===== src/rtl/fcdpwm_pkg.sv =====
// constants, register map and field layout of the fast counter dual pwm block
// ************************************************************
// Functional notes
// ************************************************************
package fcdpwm_pkg;
   localparam int DATA_W = 8;
   localparam int ADDR_W = 4;
   localparam int PSC_W  = 14;
   localparam int SYNC_N = 2;

   // ************************************************************
   // register offsets
   // ************************************************************
   localparam logic [ADDR_W-1:0] REG_CTRL   = 4'h0;
   localparam logic [ADDR_W-1:0] REG_GEN    = 4'h1;
   localparam logic [ADDR_W-1:0] REG_DUTY_A = 4'h2;
   localparam logic [ADDR_W-1:0] REG_DUTY_B = 4'h3;
   localparam logic [ADDR_W-1:0] REG_TOP    = 4'h4;
   localparam logic [ADDR_W-1:0] REG_COUNT  = 4'h5;
   localparam logic [ADDR_W-1:0] REG_FLAG   = 4'h6;
   localparam logic [ADDR_W-1:0] REG_MASK   = 4'h7;
   localparam logic [ADDR_W-1:0] REG_CFG    = 4'h8;

   // ************************************************************
   // field positions
   // ************************************************************
   localparam int CC_CLR_TOP = 7;
   localparam int CC_PWM_A   = 6;
   localparam int CC_CODE_A  = 4;
   localparam int CC_DIV     = 0;
   localparam int GC_PWM_B   = 6;
   localparam int GC_CODE_B  = 4;
   localparam int GC_PSC_RST = 1;
   localparam int FL_MATCH_A = 6;
   localparam int FL_MATCH_B = 5;
   localparam int FL_WRAP    = 2;
   localparam int CF_FAST    = 0;
   localparam int CF_GIE     = 1;
   localparam int CF_LOCK    = 2;

   localparam logic [DATA_W-1:0] FL_BITS  = 8'h64;
   localparam logic [DATA_W-1:0] GEN_BITS = 8'h70;
   localparam logic [DATA_W-1:0] CFG_BITS = 8'h03;

   // ************************************************************
   // values
   // ************************************************************
   localparam logic [DATA_W-1:0] REG_RST  = 8'h00;
   localparam logic [DATA_W-1:0] TOP_RST  = 8'hFF;
   localparam logic [DATA_W-1:0] CNT_ZERO = 8'h00;
   localparam logic [DATA_W-1:0] CNT_MAX  = 8'hFF;
   localparam logic [DATA_W-1:0] CNT_ONE  = 8'h01;
   localparam logic [1:0] ACT_OFF  = 2'h0;
   localparam logic [1:0] ACT_COMP = 2'h1;
   localparam logic [1:0] ACT_CLR  = 2'h2;
   localparam logic [1:0] ACT_SET  = 2'h3;
endpackage


===== src/rtl/fcdpwm_sync.sv =====
// two-stage synchroniser for pins arriving from outside the clock domain
`timescale 1ns/1ps
module fcdpwm_sync
   import fcdpwm_pkg::*;
#(
   parameter int W = 1
)
(
   input  wire logic         clk,
   input  wire logic         rst_b,
   input  wire logic         ce,
   input  wire logic [W-1:0] din,
   output logic      [W-1:0] dout
);
   logic [W-1:0] meta_q;

   // first stage feeds only the second
   always_ff @(posedge clk or negedge rst_b)
   begin
      if (!rst_b)
      begin
         meta_q <= '0;
         dout   <= '0;
      end
      else if (ce)
      begin
         meta_q <= din;
         dout   <= meta_q;
      end
   end
endmodule


===== src/rtl/fcdpwm_presc.sv =====
// power-of-two tick divider for the counter
`timescale 1ns/1ps
module fcdpwm_presc
   import fcdpwm_pkg::*;
(
   input  wire logic       clk,
   input  wire logic       rst_b,
   input  wire logic       ce,
   input  wire logic       src,
   input  wire logic       clr,
   input  wire logic [3:0] sel,
   output logic            tick
);
   logic [PSC_W-1:0] pcnt_q;
   logic [PSC_W-1:0] mask;

   // code 1 passes every source edge, code 15 one in 16384
   assign mask = (sel == 4'h0) ? '0 : ({PSC_W{1'b1}} >> (4'hF - sel));
   assign tick = src && (sel != 4'h0) && ((pcnt_q & mask) == mask);

   always_ff @(posedge clk or negedge rst_b)
   begin
      if (!rst_b)
         pcnt_q <= '0;
      else if (ce)
      begin
         if (clr)
            pcnt_q <= '0;
         else if (src)
            pcnt_q <= pcnt_q + 1'b1;
      end
   end
endmodule


===== src/rtl/fcdpwm_top.sv =====
// eight-bit counter with three compares, normal timer or dual complementary pwm
`timescale 1ns/1ps
module fcdpwm_top
   import fcdpwm_pkg::*;
(
   input  wire logic              clk,
   input  wire logic              rst_b,
   input  wire logic              ce,
   input  wire logic [ADDR_W-1:0] addr,
   input  wire logic [DATA_W-1:0] wr_data,
   input  wire logic              wr_en,
   input  wire logic              rd_en,
   output logic      [DATA_W-1:0] rd_data,
   input  wire logic              fast_periph_clock,
   input  wire logic              pll_lock_indicator,
   output logic                   pwm_out_a,
   output logic                   pwm_out_a_oe,
   output logic                   pwm_out_a_n,
   output logic                   pwm_out_a_n_oe,
   output logic                   pwm_out_b,
   output logic                   pwm_out_b_oe,
   output logic                   pwm_out_b_n,
   output logic                   pwm_out_b_n_oe,
   output logic                   irq_req
);
   // ************************************************************
   // declarations
   // ************************************************************
   logic [DATA_W-1:0] ctrl_q;
   logic [DATA_W-1:0] gen_q;
   logic [DATA_W-1:0] buf_a_q;
   logic [DATA_W-1:0] buf_b_q;
   logic [DATA_W-1:0] act_a_q;
   logic [DATA_W-1:0] act_b_q;
   logic [DATA_W-1:0] top_q;
   logic [DATA_W-1:0] mask_q;
   logic [DATA_W-1:0] cfg_q;
   logic [DATA_W-1:0] flags_q;
   logic [DATA_W-1:0] cnt_q;
   logic [DATA_W-1:0] cnt_d;
   logic [DATA_W-1:0] cnt_s1_q;
   logic [DATA_W-1:0] cnt_s2_q;
   logic [DATA_W-1:0] ev_s1_q;
   logic [DATA_W-1:0] ev_s2_q;
   logic [DATA_W-1:0] ev_now;
   logic [DATA_W-1:0] clr_mask;
   logic [1:0]        pin_s;
   logic              fclk_d_q;
   logic              fclk_edge;
   logic              tick_src;
   logic              tick;
   logic              psc_clr;
   logic              pwm_a;
   logic              pwm_b;
   logic              pwm_mode;
   logic              at_top;
   logic              at_max;
   logic              load;
   logic [1:0]        code_a;
   logic [1:0]        code_b;
   logic [3:0]        ch_a_d;
   logic [3:0]        ch_b_d;
   assign pwm_a    = ctrl_q[CC_PWM_A];
   assign pwm_b    = gen_q[GC_PWM_B];
   assign pwm_mode = pwm_a | pwm_b;
   assign code_a   = ctrl_q[CC_CODE_A +: 2];
   assign code_b   = gen_q[GC_CODE_B +: 2];
   assign at_top   = (cnt_q == top_q);
   assign at_max   = (cnt_q == CNT_MAX);

   // ************************************************************
   // fast clock pin and tick generation
   // ************************************************************
   // fast clock is sampled, so it must stay below a third of the system clock
   fcdpwm_sync #(.W(2)) u_sync
   (
      .clk   (clk),
      .rst_b (rst_b),
      .ce    (ce),
      .din   ({pll_lock_indicator, fast_periph_clock}),
      .dout  (pin_s)
   );

   always_ff @(posedge clk or negedge rst_b)
   begin
      if (!rst_b)
         fclk_d_q <= 1'b0;
      else if (ce)
         fclk_d_q <= pin_s[0];
   end

   assign fclk_edge = pin_s[0] & ~fclk_d_q;
   assign tick_src  = cfg_q[CF_FAST] ? fclk_edge : 1'b1;
   assign psc_clr   = ce && wr_en && (addr == REG_GEN) && wr_data[GC_PSC_RST];

   fcdpwm_presc u_presc
   (
      .clk   (clk),
      .rst_b (rst_b),
      .ce    (ce),
      .src   (tick_src),
      .clr   (psc_clr),
      .sel   (ctrl_q[CC_DIV +: 4]),
      .tick  (tick)
   );

   // ************************************************************
   // counter
   // ************************************************************
   // a bus write to the count wins over the tick
   always_comb
   begin
      cnt_d = cnt_q;
      if (wr_en && (addr == REG_COUNT))
         cnt_d = wr_data;
      else if (tick)
      begin
         if (((pwm_mode || ctrl_q[CC_CLR_TOP]) && at_top) || at_max)
            cnt_d = CNT_ZERO;
         else
            cnt_d = cnt_q + CNT_ONE;
      end
   end

   always_ff @(posedge clk or negedge rst_b)
   begin
      if (!rst_b)
         cnt_q <= CNT_ZERO;
      else if (ce)
         cnt_q <= cnt_d;
   end

   // ************************************************************
   // compare registers with pwm buffering
   // ************************************************************
   assign load = tick && at_top;
   always_ff @(posedge clk or negedge rst_b)
   begin
      if (!rst_b)
      begin
         buf_a_q <= REG_RST;
         act_a_q <= REG_RST;
      end
      else if (ce)
      begin
         if (wr_en && (addr == REG_DUTY_A))
            buf_a_q <= wr_data;
         if (!pwm_a && wr_en && (addr == REG_DUTY_A))
            act_a_q <= wr_data;
         else if (pwm_a && load)
            act_a_q <= buf_a_q;
      end
   end

   always_ff @(posedge clk or negedge rst_b)
   begin
      if (!rst_b)
      begin
         buf_b_q <= REG_RST;
         act_b_q <= REG_RST;
      end
      else if (ce)
      begin
         if (wr_en && (addr == REG_DUTY_B))
            buf_b_q <= wr_data;
         if (!pwm_b && wr_en && (addr == REG_DUTY_B))
            act_b_q <= wr_data;
         else if (pwm_b && load)
            act_b_q <= buf_b_q;
      end
   end

   // ************************************************************
   // control registers
   // ************************************************************
   always_ff @(posedge clk or negedge rst_b)
   begin
      if (!rst_b)
      begin
         ctrl_q <= REG_RST;
         gen_q  <= REG_RST;
         top_q  <= TOP_RST;
         mask_q <= REG_RST;
         cfg_q  <= REG_RST;
      end
      else if (ce && wr_en)
      begin
         unique case (addr)
            REG_CTRL: ctrl_q <= wr_data;
            REG_GEN:  gen_q  <= wr_data & GEN_BITS;
            REG_TOP:  top_q  <= wr_data;
            REG_MASK: mask_q <= wr_data & FL_BITS;
            REG_CFG:  cfg_q  <= wr_data & CFG_BITS;
            default:  ;
         endcase
      end
   end

   // ************************************************************
   // flags, delayed through a two-stage pipe
   // ************************************************************
   always_comb
   begin
      ev_now = REG_RST;
      ev_now[FL_MATCH_A] = tick && (cnt_q == act_a_q);
      ev_now[FL_MATCH_B] = tick && (cnt_q == act_b_q);
      ev_now[FL_WRAP]    = tick && (at_max || (pwm_mode && at_top));
   end
   assign clr_mask = (wr_en && (addr == REG_FLAG)) ? (wr_data & FL_BITS) : REG_RST;
   // the pipe mirrors the crossing delay seen by software
   always_ff @(posedge clk or negedge rst_b)
   begin
      if (!rst_b)
      begin
         ev_s1_q  <= REG_RST;
         ev_s2_q  <= REG_RST;
         cnt_s1_q <= CNT_ZERO;
         cnt_s2_q <= CNT_ZERO;
      end
      else if (ce)
      begin
         ev_s1_q  <= ev_now;
         ev_s2_q  <= ev_s1_q;
         cnt_s1_q <= cnt_q;
         cnt_s2_q <= cnt_s1_q;
      end
   end
   // a set arriving with a write-one clear survives
   always_ff @(posedge clk or negedge rst_b)
   begin
      if (!rst_b)
         flags_q <= REG_RST;
      else if (ce)
         flags_q <= (flags_q & ~clr_mask) | ev_s2_q;
   end
   always_ff @(posedge clk or negedge rst_b)
   begin
      if (!rst_b)
         irq_req <= 1'b0;
      else if (ce)
         irq_req <= cfg_q[CF_GIE] && |(flags_q & mask_q);
   end
   // ************************************************************
   // output stage
   // ************************************************************
   // returns {out, out_n, oe, oe_n}
   function automatic logic [3:0] chan_next(input logic pwm, input logic [1:0] code,
                                            input logic [DATA_W-1:0] cnt, input logic [DATA_W-1:0] duty,
                                            input logic [DATA_W-1:0] top, input logic tk, input logic cur);
      logic hi;
      logic o;
      logic oe;
      logic oe_n;
      hi   = (code == ACT_SET);
      o    = cur;
      oe   = (code != ACT_OFF);
      oe_n = 1'b0;
      if (pwm)
      begin
         oe_n = (code == ACT_COMP);
         if (duty == CNT_ZERO)
            o = hi;
         else if (duty == top)
            o = !hi;
         else if (tk && (cnt == duty))
            o = hi;
         else if (tk && (cnt == CNT_ZERO))
            o = !hi;
         chan_next = {o, !o, oe, oe_n};
      end
      else
      begin
         if (tk && (cnt == duty))
         begin
            unique case (code)
               ACT_COMP: o = !cur;
               ACT_CLR:  o = 1'b0;
               ACT_SET:  o = 1'b1;
               ACT_OFF:  o = cur;
            endcase
         end
         chan_next = {o, 1'b0, oe, 1'b0};
      end
   endfunction
   assign ch_a_d = chan_next(pwm_a, code_a, cnt_q, act_a_q, top_q, tick, pwm_out_a);
   assign ch_b_d = chan_next(pwm_b, code_b, cnt_q, act_b_q, top_q, tick, pwm_out_b);
   always_ff @(posedge clk or negedge rst_b)
   begin
      if (!rst_b)
      begin
         {pwm_out_a, pwm_out_a_n, pwm_out_a_oe, pwm_out_a_n_oe} <= 4'h0;
         {pwm_out_b, pwm_out_b_n, pwm_out_b_oe, pwm_out_b_n_oe} <= 4'h0;
      end
      else if (ce)
      begin
         {pwm_out_a, pwm_out_a_n, pwm_out_a_oe, pwm_out_a_n_oe} <= ch_a_d;
         {pwm_out_b, pwm_out_b_n, pwm_out_b_oe, pwm_out_b_n_oe} <= ch_b_d;
      end
   end

   // ************************************************************
   // read port
   // ************************************************************
   // count and flags come from the delayed side, control reads are direct
   always_ff @(posedge clk or negedge rst_b)
   begin
      if (!rst_b)
         rd_data <= REG_RST;
      else if (ce)
      begin
         rd_data <= REG_RST;
         if (rd_en)
         begin
            unique case (addr)
               REG_CTRL:   rd_data <= ctrl_q;
               REG_GEN:    rd_data <= gen_q;
               REG_DUTY_A: rd_data <= buf_a_q;
               REG_DUTY_B: rd_data <= buf_b_q;
               REG_TOP:    rd_data <= top_q;
               REG_COUNT:  rd_data <= cnt_s2_q;
               REG_FLAG:   rd_data <= flags_q;
               REG_MASK:   rd_data <= mask_q;
               REG_CFG:    rd_data <= cfg_q | (DATA_W'(pin_s[1]) << CF_LOCK);
               default:    rd_data <= REG_RST;
            endcase
         end
      end
   end
endmodule


===== config.mk =====
export PLATFORM = sky130hd
export DESIGN_NAME = fcdpwm_top
export DESIGN_NICKNAME = d
export VERILOG_FILES = /design/src/rtl/fcdpwm_pkg.sv /design/src/rtl/fcdpwm_sync.sv /design/src/rtl/fcdpwm_presc.sv /design/src/rtl/fcdpwm_top.sv
export SDC_FILE = /design/constraint.sdc
export NUM_CORES = 1
export LEC_CHECK = 0
export BUFFER_PORTS_ARGS = -buffer_cell sky130_fd_sc_hd__buf_2
export CAP_MARGIN = 5
export CORE_AREA = 2 2 112 114
export CTS_BUF_LIST = sky130_fd_sc_hd__clkbuf_4
export DETAILED_ROUTE_END_ITERATION = 8
export DIE_AREA = 0 0 114 116
export GPL_ROUTABILITY_DRIVEN = 1
export GPL_TIMING_DRIVEN = 0
export PLACE_DENSITY_LB_ADDON = 0.2
export SETUP_SLACK_MARGIN = 0.02
export SLEW_MARGIN = 0
export SYNTH_ARGS = -nofsm -noshare
export SYNTH_HDL_FRONTEND = slang
export SYNTH_SLANG_ARGS = --single-unit

===== constraint.sdc =====
create_clock -name clk -period 2.3 [get_ports clk]
set_input_delay 0.23 -clock clk [delete_from_list [all_inputs] [get_ports clk]]
set_output_delay 0.23 -clock clk [all_outputs]
set_load 0.1 [all_outputs]

==> results of run 1 <==
-- kinds of logic after synthesis --
group                      Yosys count  synth area share (%)
and+or+nand+nor                    151                  12.1
AOI/OAI and AO/OA                  125                  13.8
buffers and inverters               57                  3.47
muxes                              107                  18.0
xor gates and xnor gates            47                  6.05
DFF                                125                  46.1
adders and majority gates            3                 0.552
-- final cells by class --
class	instances	area, um^2	area share, %
inverter	22	82.6	1.05
sequential	125	3150	40.0
tap	147	184	2.34
clock inverter	14	155	1.97
multi-input combinational	433	3630	46.1
timing repair buffer	54	384	4.88
buffer	29	155	1.97
clock buffer	18	135	1.72
-- cell usage after synthesis, types with 7 or more instances --
cell type    n
nor2_1      27
a22oi_1      7
o21ai_0     35
o22ai_1      7
nor3_1      11
nand3_1     14
mux2i_1     11
dfrtp_1    117
nor4_1      14
xnor2_1     12
o2bb2ai_1    9
a21oi_1     13
dfstp_2      8
inv_1       22
xor2_1      35
nand2_1     34
mux2_2      93
a32oi_1      8
and3_1      10
clkbuf_1    23
-- power by group through the flow --
stage / Clock, uW / Combinational (uW) / Sequential, uW
floorplan: 0 / 1510 / 3390
global placement: 0 / 2280 / 3230
detailed placement: 0 / 2360 / 3260
CTS: 1600 / 2570 / 3340
global route: 1720 / 2870 / 3420
finish: 1580 / 2690 / 3370
-- metrics by stage --
stage | setup WS [ps] | util, % | hold slack (ps)
6_report | -16.5 | 66.1 | 36.7
5_1_grt | -94.1 | 66.1 | 15.9
4_1_cts | -41.3 | 65.5 | 31.9
2_1_floorplan | 26.4 | - | -65.6
3_3_place_gp | -525 | 60.0 | 460
3_5_place_dp | -436 | 60.3 | 130
-- sequential cells by signal (all words and copies together) (netlist names), 2 cells and up --
name / cells
u_presc.pcnt_q: 14
act_a_q: 8
act_b_q: 8
buf_a_q: 8
buf_b_q: 8
cnt_q: 8
cnt_s1_q: 8
cnt_s2_q: 8
ctrl_q: 8
rd_data: 8
top_q: 8
ev_s1_q: 3
ev_s2_q: 3
flags_q: 3
gen_q: 3
mask_q: 3
cfg_q: 2
u_sync.dout: 2
u_sync.meta_q: 2
-- layout by cell type, fill, tap and decap left out, drive strengths merged, types with 4 or more instances in the layout --
| cell type | count |
|---|---|
| clkbuf | 35 |
| dfstp | 8 |
| nor2 | 27 |
| a21o | 4 |
| mux2i | 11 |
| o2bb2ai | 9 |
| a22oi | 7 |
| buf | 63 |
| nor4 | 17 |
| o22ai | 7 |
| nand4 | 4 |
| xnor2 | 12 |
| nor2b | 6 |
| nand2 | 34 |
| o221a | 6 |
| a32oi | 8 |
| clkinv | 4 |
| a22o | 5 |
| mux2 | 93 |
| nand3b | 5 |
| and3 | 10 |
| xor2 | 35 |
| a21oi | 13 |
| dfrtp | 117 |
| o21ai | 37 |
| nand3 | 14 |
| nor3 | 13 |
| inv | 29 |
-- final timing paths --
check | from | endpoint | slack, ps | depth (start not counted)
setup / recovery | ctrl_q[2] | act_a_q[4] | -20 | 9
hold / removal | wr_data[4] | buf_a_q[4] | 40 | 2
setup reg to reg | ctrl_q[2] | act_a_q[4] | -20 | 9
hold reg to reg | ev_s1_q[6] | ev_s1_q[6] | 500 | 1
max in group asynchronous | rst_b | top_q[5] | 1460 | 3
min in group asynchronous | rst_b | cnt_q[3] | 100 | 2
-- what timing repair did --
action	in CTS	in global routing
buffers inserted	16	2
pin swaps	10	6
hold buffers	3	0
resized for setup	45	14
endpoints found under the hold margin	119	0
endpoints found under the setup margin	29	28
-- metal layers --
| layer | share of wire [%] | global-route usage, % |
|---|---|---|
| met3 | 8.5 | 8.26 |
| met2 | 46 | 46.0 |
| met4 | 3.3 | 13.7 |
| met5 | 0 | 0 |
| met1 | 42 | 40.1 |
==> metrics, run 1 <==
Placed Cells=795; pin count of the biggest net entering global routing=97; vias in the first global route=5,355; Die Y=116 um; combinational share of power=35.2%; final worst slack=-16.5 ps; Crit. End Element=register; maximum VDD drop=0.624 mV; P_leak=0.00354 uW; YS warnings=0; GRT Util Overall=30.0%; Synth Register Bits=125; CTS Buffer Depth=2; starting density of the core=57.1%; Post-Syn Area=6810 um^2; GRT overflow=0; number of port buffers=32; Clock Skews=22.1 ps; Tightest Pin Transition=997 ps; NumNets Final=704; Synth area leader=dfrtp_1; Detailed Routing Iterations Pass 1=5; share of layout cells above drive strength 1=34.0%; Top delay family on crit path=simple AND/OR/NAND/NOR gates; Hold WC Path Type=input pin to register; Final HPWL DP=13,200 um; sequential share of power=44.1%; Finished Layout Cells=842; row count=40; area grow syn2layout=15.6%; crit path time final=2320 ps; # diodes=0; Rel. slew slack=32.9%; syn_nets=637; Critical Path AT=2780 ps; remaining antenna violation count=0; Total Neg Setup Slack=-73.7 ps; Net Sw Frac=40.1%; top-area cell type share of the netlist area=43.0%; status=finished with violations; # fillers=932; failing checks=setup timing; CP bufs+invs=3; clock buffer count from CTS=17; chip width=114 um; initial DRC count=575; Slowest-stage cell, CP=or4_4; library cells used by synthesis=63; core area=11,900 um^2; fmax=432 MHz; CTS clk-pin slew, worst paths=130 ps; TritonCTS clock tree=yes; gate count of the mapped netlist=615; H-Tree Depth=4; CP cell instances=buf_6, or4_4, o21ai_4, nor4_4, and3_1, buf_6, a41oi_4, buf_12, mux2_4; CTS sink count=125; Pwr Total=7640 uW; Clk pwr share=20.7%; RSZ-0062 raised after global routing=yes; Via Count=5,426; NetSw=3070 uW; IO Count=36; Vias per Instance=6.44; first-pass GRT wire length=29,400 um; die area=13,200 um^2; Post-synth top flop=dfrtp_1; Root Buffer=clkbuf_4; critical path required time=2760 ps; clk_lat worst skew=580 ps; power density over the cells=971 nW/um^2; Final Hold Fails=0; CP max stage delay=540 ps; # DRC=0; Worst setup SP type=register; kind of critical path=register to register; CP max FO=8; sequential area share after synthesis=46.1%; antenna violations before repair=0; final setup fails=8; syn avg cell area=11.1 um^2; synth top area cells=dfrtp_1, mux2_2, xor2_1; MaxCap Viol Count=0; Pint=4580 uW; post-DR wirelength/cell=22.3 um; Post-synth EDFFs=0; Critical Path Most Common Cell=buf_6; final RePlAce weighted congestion=1.01; fin crit share=101%; cell area after layout=7870 um^2; placed cell area=7180 um^2; asr flop ratio synth=100%; WL final=18,800 um; Final Slew Violations=0
Power figures use the tool's default switching activity.
==> inputs of run 2 (changes only) <==
- MAX_ROUTING_LAYER: unset -> met4
==> run 2 against run 1 <==
The run now ends clean. Worst hold slack improved by 44 ps. Die area unchanged. Global-route usage rose by 1.6 points. Cell count increased by 0.36%. Clock skew decreased by 7.9 ps. Clock-buffer cell count stayed put. Clock power shrank 5%. Cell area increased by 0.48%. Non-clock buffer count grew 3. Via count shrank 1.3%. Critical path type unchanged. Critical endpoint is now pwm_out_a. Highest routed layer unchanged.
==> metrics, run 2 (synthesis results as in run 1) <==
die area=13,200 um^2 (unchanged); commonest non-fill, non-tap cells in the layout=dfrtp_1, mux2_2, buf_2, o21ai_0, xor2_1; # DRC=0 (unchanged); worst r2r path cells=9 (unchanged); crit path time final=2290 ps (-31.2 ps); NumNets Final=707 (+0.43%); Hold WC Path Type=input pin to register; starting density of the core=57.1% (unchanged); share of layout cells above drive strength 1=35.0% (+1.0 points); H-Tree Depth=4 (unchanged); IO Count=36 (unchanged); Root Buffer=clkbuf_4; final setup fails=0 (-8); Vias per Instance=6.34 (-1.7%); WL final=19,400 um (+3.1%); maximum VDD drop=0.480 mV (-23%); status=completed; TritonCTS clock tree=yes; area grow syn2layout=16.2%; critical path required time=2740 ps (-20 ps); area of the multi-input gates=3650 um^2 (+0.55%); Clock Skews=14.2 ps (-7.95 ps); core area=11,900 um^2 (unchanged); # fillers=949 (+1.8%); kind of critical path=register to register; CTS sink count=125 (unchanged); Crit. End Element=register; Placed Cells=795 (unchanged); RR Startpoint=cnt_q[0]; initial DRC count=658 (+14%); max FFs per register=14 (unchanged); power density over the cells=958 nW/um^2 (-1.4%); MaxCap Viol Count=0 (unchanged); Detailed Routing Iterations Pass 1=5 (unchanged); final worst slack=14.7 ps (+31.2 ps); clk_lat worst skew=550 ps (-30 ps); Rel. slew slack=30.7% (-2.3 points); pin count of the biggest net entering global routing=72 (-26%); vias in the first global route=5,345 (-0.19%); Total Neg Setup Slack=0 ps (+73.7 ps); Via Count=5,354 (-1.3%); Worst setup SP type=register; most common cell after layout, fill and taps aside=dfrtp_1; row count=40 (unchanged); Final Hold Fails=0 (unchanged); Final Slew Violations=0 (unchanged); GRT overflow=0 (unchanged); Reg area=3150 um^2 (unchanged); chip width=114 um (unchanged); fmax=438 MHz (+1.4%); Critical Path AT=2730 ps (-50 ps); # diodes=0 (unchanged); first-pass GRT wire length=30,100 um (+2.3%); Tightest Pin Transition=1030 ps (+34.2 ps); worst hold slack=80.4 ps (+43.7 ps); worst hold stages=2 (unchanged); hold worst-path end=buf_b_q[7]; remaining antenna violation count=0 (unchanged); CTS Buffer Depth=2 (unchanged); Finished Layout Cells=845 (+0.36%); Reg2Reg Setup Slack=10 ps (+30 ps); P_leak=0.00356 uW (+0.46%); DP Worst Slack=-410 ps (+25.7 ps); post-DR wirelength/cell=22.9 um (+2.7%); reg2reg end=pwm_out_a; clock buffer count from CTS=17 (unchanged); number of port buffers=32 (unchanged); final RePlAce weighted congestion=1.00 (-0.72%); Hold Startpoint=wr_data[7]; CP max FO=4 (-4); fin crit share=99.4% (-1.4 points); most flop-heavy register=u_presc.pcnt_q; Final HPWL DP=13,600 um (+3.0%); CTS clk-pin slew, worst paths=120 ps (about the same); GRT Util Overall=31.6% (+1.6 points); antenna violations before repair=0 (unchanged); RSZ-0062 raised after global routing=yes; Die Y=116 um (unchanged)
[run 2: how the worst max path moves through the flow]
stage	start	endpoint	cells after the start	slack, ps
6_report	cnt_q[0]	pwm_out_a	9	10
5_1_grt	cnt_q[0]	pwm_out_a	9	-50
4_1_cts	cnt_q[0]	pwm_out_a	8	-80
3_5_place_dp	cnt_q[0]	cnt_q[3]	7	-410
3_3_place_gp	rst_b	mask_q[5]	1	-530
2_1_floorplan	ctrl_q[3]	act_a_q[0]	8	30
[run 2: metrics by stage]
stage / utilization, % / total power (uW) / instance area, um^2
6_report: 66.4 / 7570 / 7910
5_1_grt: 66.4 / 7980 / 7910
4_1_cts: 64.6 / 7350 / 7690
3_5_place_dp: 60.3 / 5650 / 7180
3_3_place_gp: 60.0 / 5540 / 7150
2_1_floorplan: - / 4910 / 6810
[run 2: critical path, cell delays in order, from the launching register on]
cell	delay (ps)
dfrtp_2	440
inv_2	70
ha_1	130
or4b_4	470
nor4_4	140
buf_4	190
a21o_1	90
nand4_1	90
a221o_1	350
a32o_1	230
[run 2: repair_timing]
| action | in CTS | in global routing |
|---|---|---|
| gates resized for setup | 32 | 27 |
| hold buffers | 3 | 0 |
| gates cloned | 0 | 1 |
| endpoints found under the hold margin | 56 | 0 |
| pin swaps | 9 | 5 |
| setup buffers | 10 | 11 |
| setup endpoints to repair | 30 | 28 |
[run 2: per-layer routing]
metal  wire length (um)  track usage (%)  up-vias
li1                   -                -     2428
met1               8780             43.5     2671
met2               8930             46.9      216
met3               1090             5.54       39
met4                590             12.6        0
met5                  0                -        -
[run 2: area by class of cell]
cell class,instances,share of cell area (%)
multi-input cells,433,46.1
clock inverters,14,1.72
plain buffers,28,1.82
repair buffers,58,5.46
flip-flops and latches,125,39.8
clock buffers,18,1.71
inverters,22,1.04
well taps,147,2.33
[run 2: power by group]
group	internal [uW]	leakage, uW	total, uW	switching (uW)
combinational	1190	0.00185	2680	1490
sequential	2720	0.00157	3400	673
clock	571	0.000146	1500	928
total	4480	0.00356	7570	3090
==> inputs of run 3 (changes only) <==
- ABC_AREA: unset -> 1
==> run 3 against run 2 <==
Via count increased by 13%. Cell count increased by 28%. Non-clock buffer count decreased by 18. Die area unchanged. Worst hold slack got worse by 48 ps. Clock skew increased by 6.9 ps. Critical path type unchanged.
==> metrics, run 3 <==
status=completed; GRT overflow=0 (unchanged); most frequent cells after synthesis=nand2_1, dfrtp_1, o21ai_0, inv_1, nor2_1; Hold Startpoint=wr_data[3]; MaxCap Viol Count=0 (unchanged); DP Worst Slack=123 ps (+533 ps); Post-synth top flop=dfrtp_1; max FFs per register=14 (unchanged); CP max FO=10 (+6); final worst slack=109 ps (+94.1 ps); pin count of the biggest net entering global routing=72 (unchanged); Post-Syn Area=6750 um^2 (-0.75%); Reg2Reg Setup Slack=110 ps (+90 ps); share of layout cells above drive strength 1=13.9% (-21 points); area of the multi-input gates=3090 um^2 (-15%); Clock Skews=21.1 ps (+6.95 ps); core area=11,900 um^2 (unchanged); initial DRC count=549 (-17%); gate count of the mapped netlist=866 (+41%); critical path required time=2770 ps (+30 ps); Vias per Instance=5.56 (-12%); NumNets Final=946 (+34%); top-area cell type share of the netlist area=43.3% (+0.33 points); Root Buffer=clkbuf_4; Reg area=3140 um^2 (-0.24%); commonest non-fill, non-tap cells in the layout=nand2_1, dfrtp_1, o21ai_0; first-pass GRT wire length=29,600 um (-1.8%); RSZ-0062 raised after global routing=no; final RePlAce weighted congestion=0.960 (-4.2%); crit path time final=2190 ps (-94.1 ps); post-DR wirelength/cell=17.1 um (-26%); CTS Buffer Depth=2 (unchanged); # diodes=0 (unchanged); starting density of the core=56.7% (-0.43 points); remaining antenna violation count=0 (unchanged); asr flop ratio synth=100% (unchanged); clock buffer count from CTS=17 (unchanged); fin crit share=95.3% (-4.1 points); area grow syn2layout=11.3%; WL final=18,500 um (-4.7%); number of port buffers=35 (+9.4%); final setup fails=0 (unchanged); H-Tree Depth=4 (unchanged); vias in the first global route=5,643 (+5.6%); CTS sink count=125 (unchanged); P_leak=0.00362 uW (+1.6%); most common cell after layout, fill and taps aside=nand2_1; Detailed Routing Iterations Pass 1=6 (+1); Pwr Total=7550 uW (-0.27%); worst r2r path cells=11 (+2); row count=40 (unchanged); Total Neg Setup Slack=0 ps (unchanged); antenna violations before repair=0 (unchanged); CP endpoint=act_b_q[6]; # fillers=1,092 (+15%); synth top area cells=dfrtp_1, nand2_1, o21ai_0; syn avg cell area=7.80 um^2 (-30%); YS warnings=0 (unchanged); Critical path origin=top_q[5]; Synth area leader=dfrtp_1; Rel. slew slack=51.8% (+21 points); power density over the cells=1000 nW/um^2 (+4.9%); maximum VDD drop=0.590 mV (+23%); CTS clk-pin slew, worst paths=110 ps (about the same); syn_nets=888 (+39%); reg2reg end=act_b_q[6]; Via Count=6,027 (+13%); Final Slew Violations=0 (unchanged); IO Count=36 (unchanged); Synth Register Bits=125 (unchanged); Tightest Pin Transition=723 ps (-309 ps); fmax=456 MHz (+4.3%); Hold WC Path Type=input pin to register; most numerous cell in the Yosys netlist=nand2_1; GRT Util Overall=30.6% (-0.99 points); Worst setup SP type=register; most flop-heavy register=u_presc.pcnt_q; kind of critical path=register to register; Final HPWL DP=13,800 um (+0.97%); die area=13,200 um^2 (unchanged); TritonCTS clock tree=yes; Final Hold Fails=0 (unchanged); Critical Path AT=2660 ps (-70 ps); Post-synth EDFFs=0 (unchanged); Crit. End Element=register; RR Startpoint=top_q[5]; library cells used by synthesis=41 (-35%); chip width=114 um (unchanged); Setup Buffers After CTS=0 (-10); Die Y=116 um (unchanged); clk_lat worst skew=550 ps (about the same); sequential area share after synthesis=46.5% (+0.35 points); # DRC=0 (unchanged)
run 3: per-layer routing:
layer / GRT usage, % / vias to the layer above / part of all wire (%)
met5: - / - / 0
met4: 12.5 / 0 / 3.7
met3: 7.27 / 51 / 8.2
met2: 45.2 / 237 / 44
met1: 41.0 / 2813 / 44
li1: - / 2926 / -
run 3: metrics by stage:
stage               hold slack [ps]  area (um^2)  std cells  util (%)
finish                         32.8         7520       1084      63.1
global route                   23.3         7520       1084      63.1
CTS                            3.60         7540       1090      63.3
detailed placement              221         7150       1049      60.0
global placement                436         7110       1048      59.7
floorplan                     -65.6         6750        866         -
run 3: worst min-delay path by stage:
stage | cells after the start | slack, ps | to
CTS | 3 | 4 | cnt_q[3]
global placement | 3 | 440 | u_sync.meta_q[0]
detailed placement | 1 | 220 | u_presc.pcnt_q[0]
global route | 3 | 20 | cnt_q[3]
finish | 3 | 30 | cnt_q[3]
floorplan | 0 | -70 | act_a_q[0]
run 3: final cells by class:
cell class | instances | share of cell area (%)
Buffer | 23 | 1.51
Clock buffer | 18 | 1.80
Clock inverter | 14 | 2.25
Inverter | 104 | 5.19
Multi-Input combinational cell | 608 | 41.1
Sequential cell | 125 | 41.7
Tap cell | 147 | 2.45
Timing Repair Buffer | 45 | 3.98
run 3: repair_timing:
action	in CTS	in global routing
endpoints found under the hold margin	65	0
endpoints found under the setup margin	0	16
gates resized for setup	0	0
hold buffers	9	0
run 3: cell families after synthesis:
group | count (synthesis) | share of synthesized area, %
xor+xnor | 36 | 4.67
buf+inv | 133 | 7.80
compound gates | 191 | 15.9
simple gates | 378 | 24.7
flops | 125 | 46.5
fa+ha+maj | 3 | 0.556
run 3: power by group:
| group | total, uW | internal [uW] | switching, uW |
|---|---|---|---|
| registers | 3310 | 2740 | 567 |
| logic | 2600 | 848 | 1750 |
| clock network | 1650 | 765 | 880 |
| total | 7550 | 4360 | 3200 |
run 3: critical path: stages (launching register included):
cell	delay [ps]
dfstp_2	530
clkbuf_1	300
xnor2_1	160
nand2_1	80
nor3_2	230
inv_2	80
nor2_4	100
nand2_2	70
a21oi_4	250
buf_6	180
nand2_1	70
o21ai_2	60
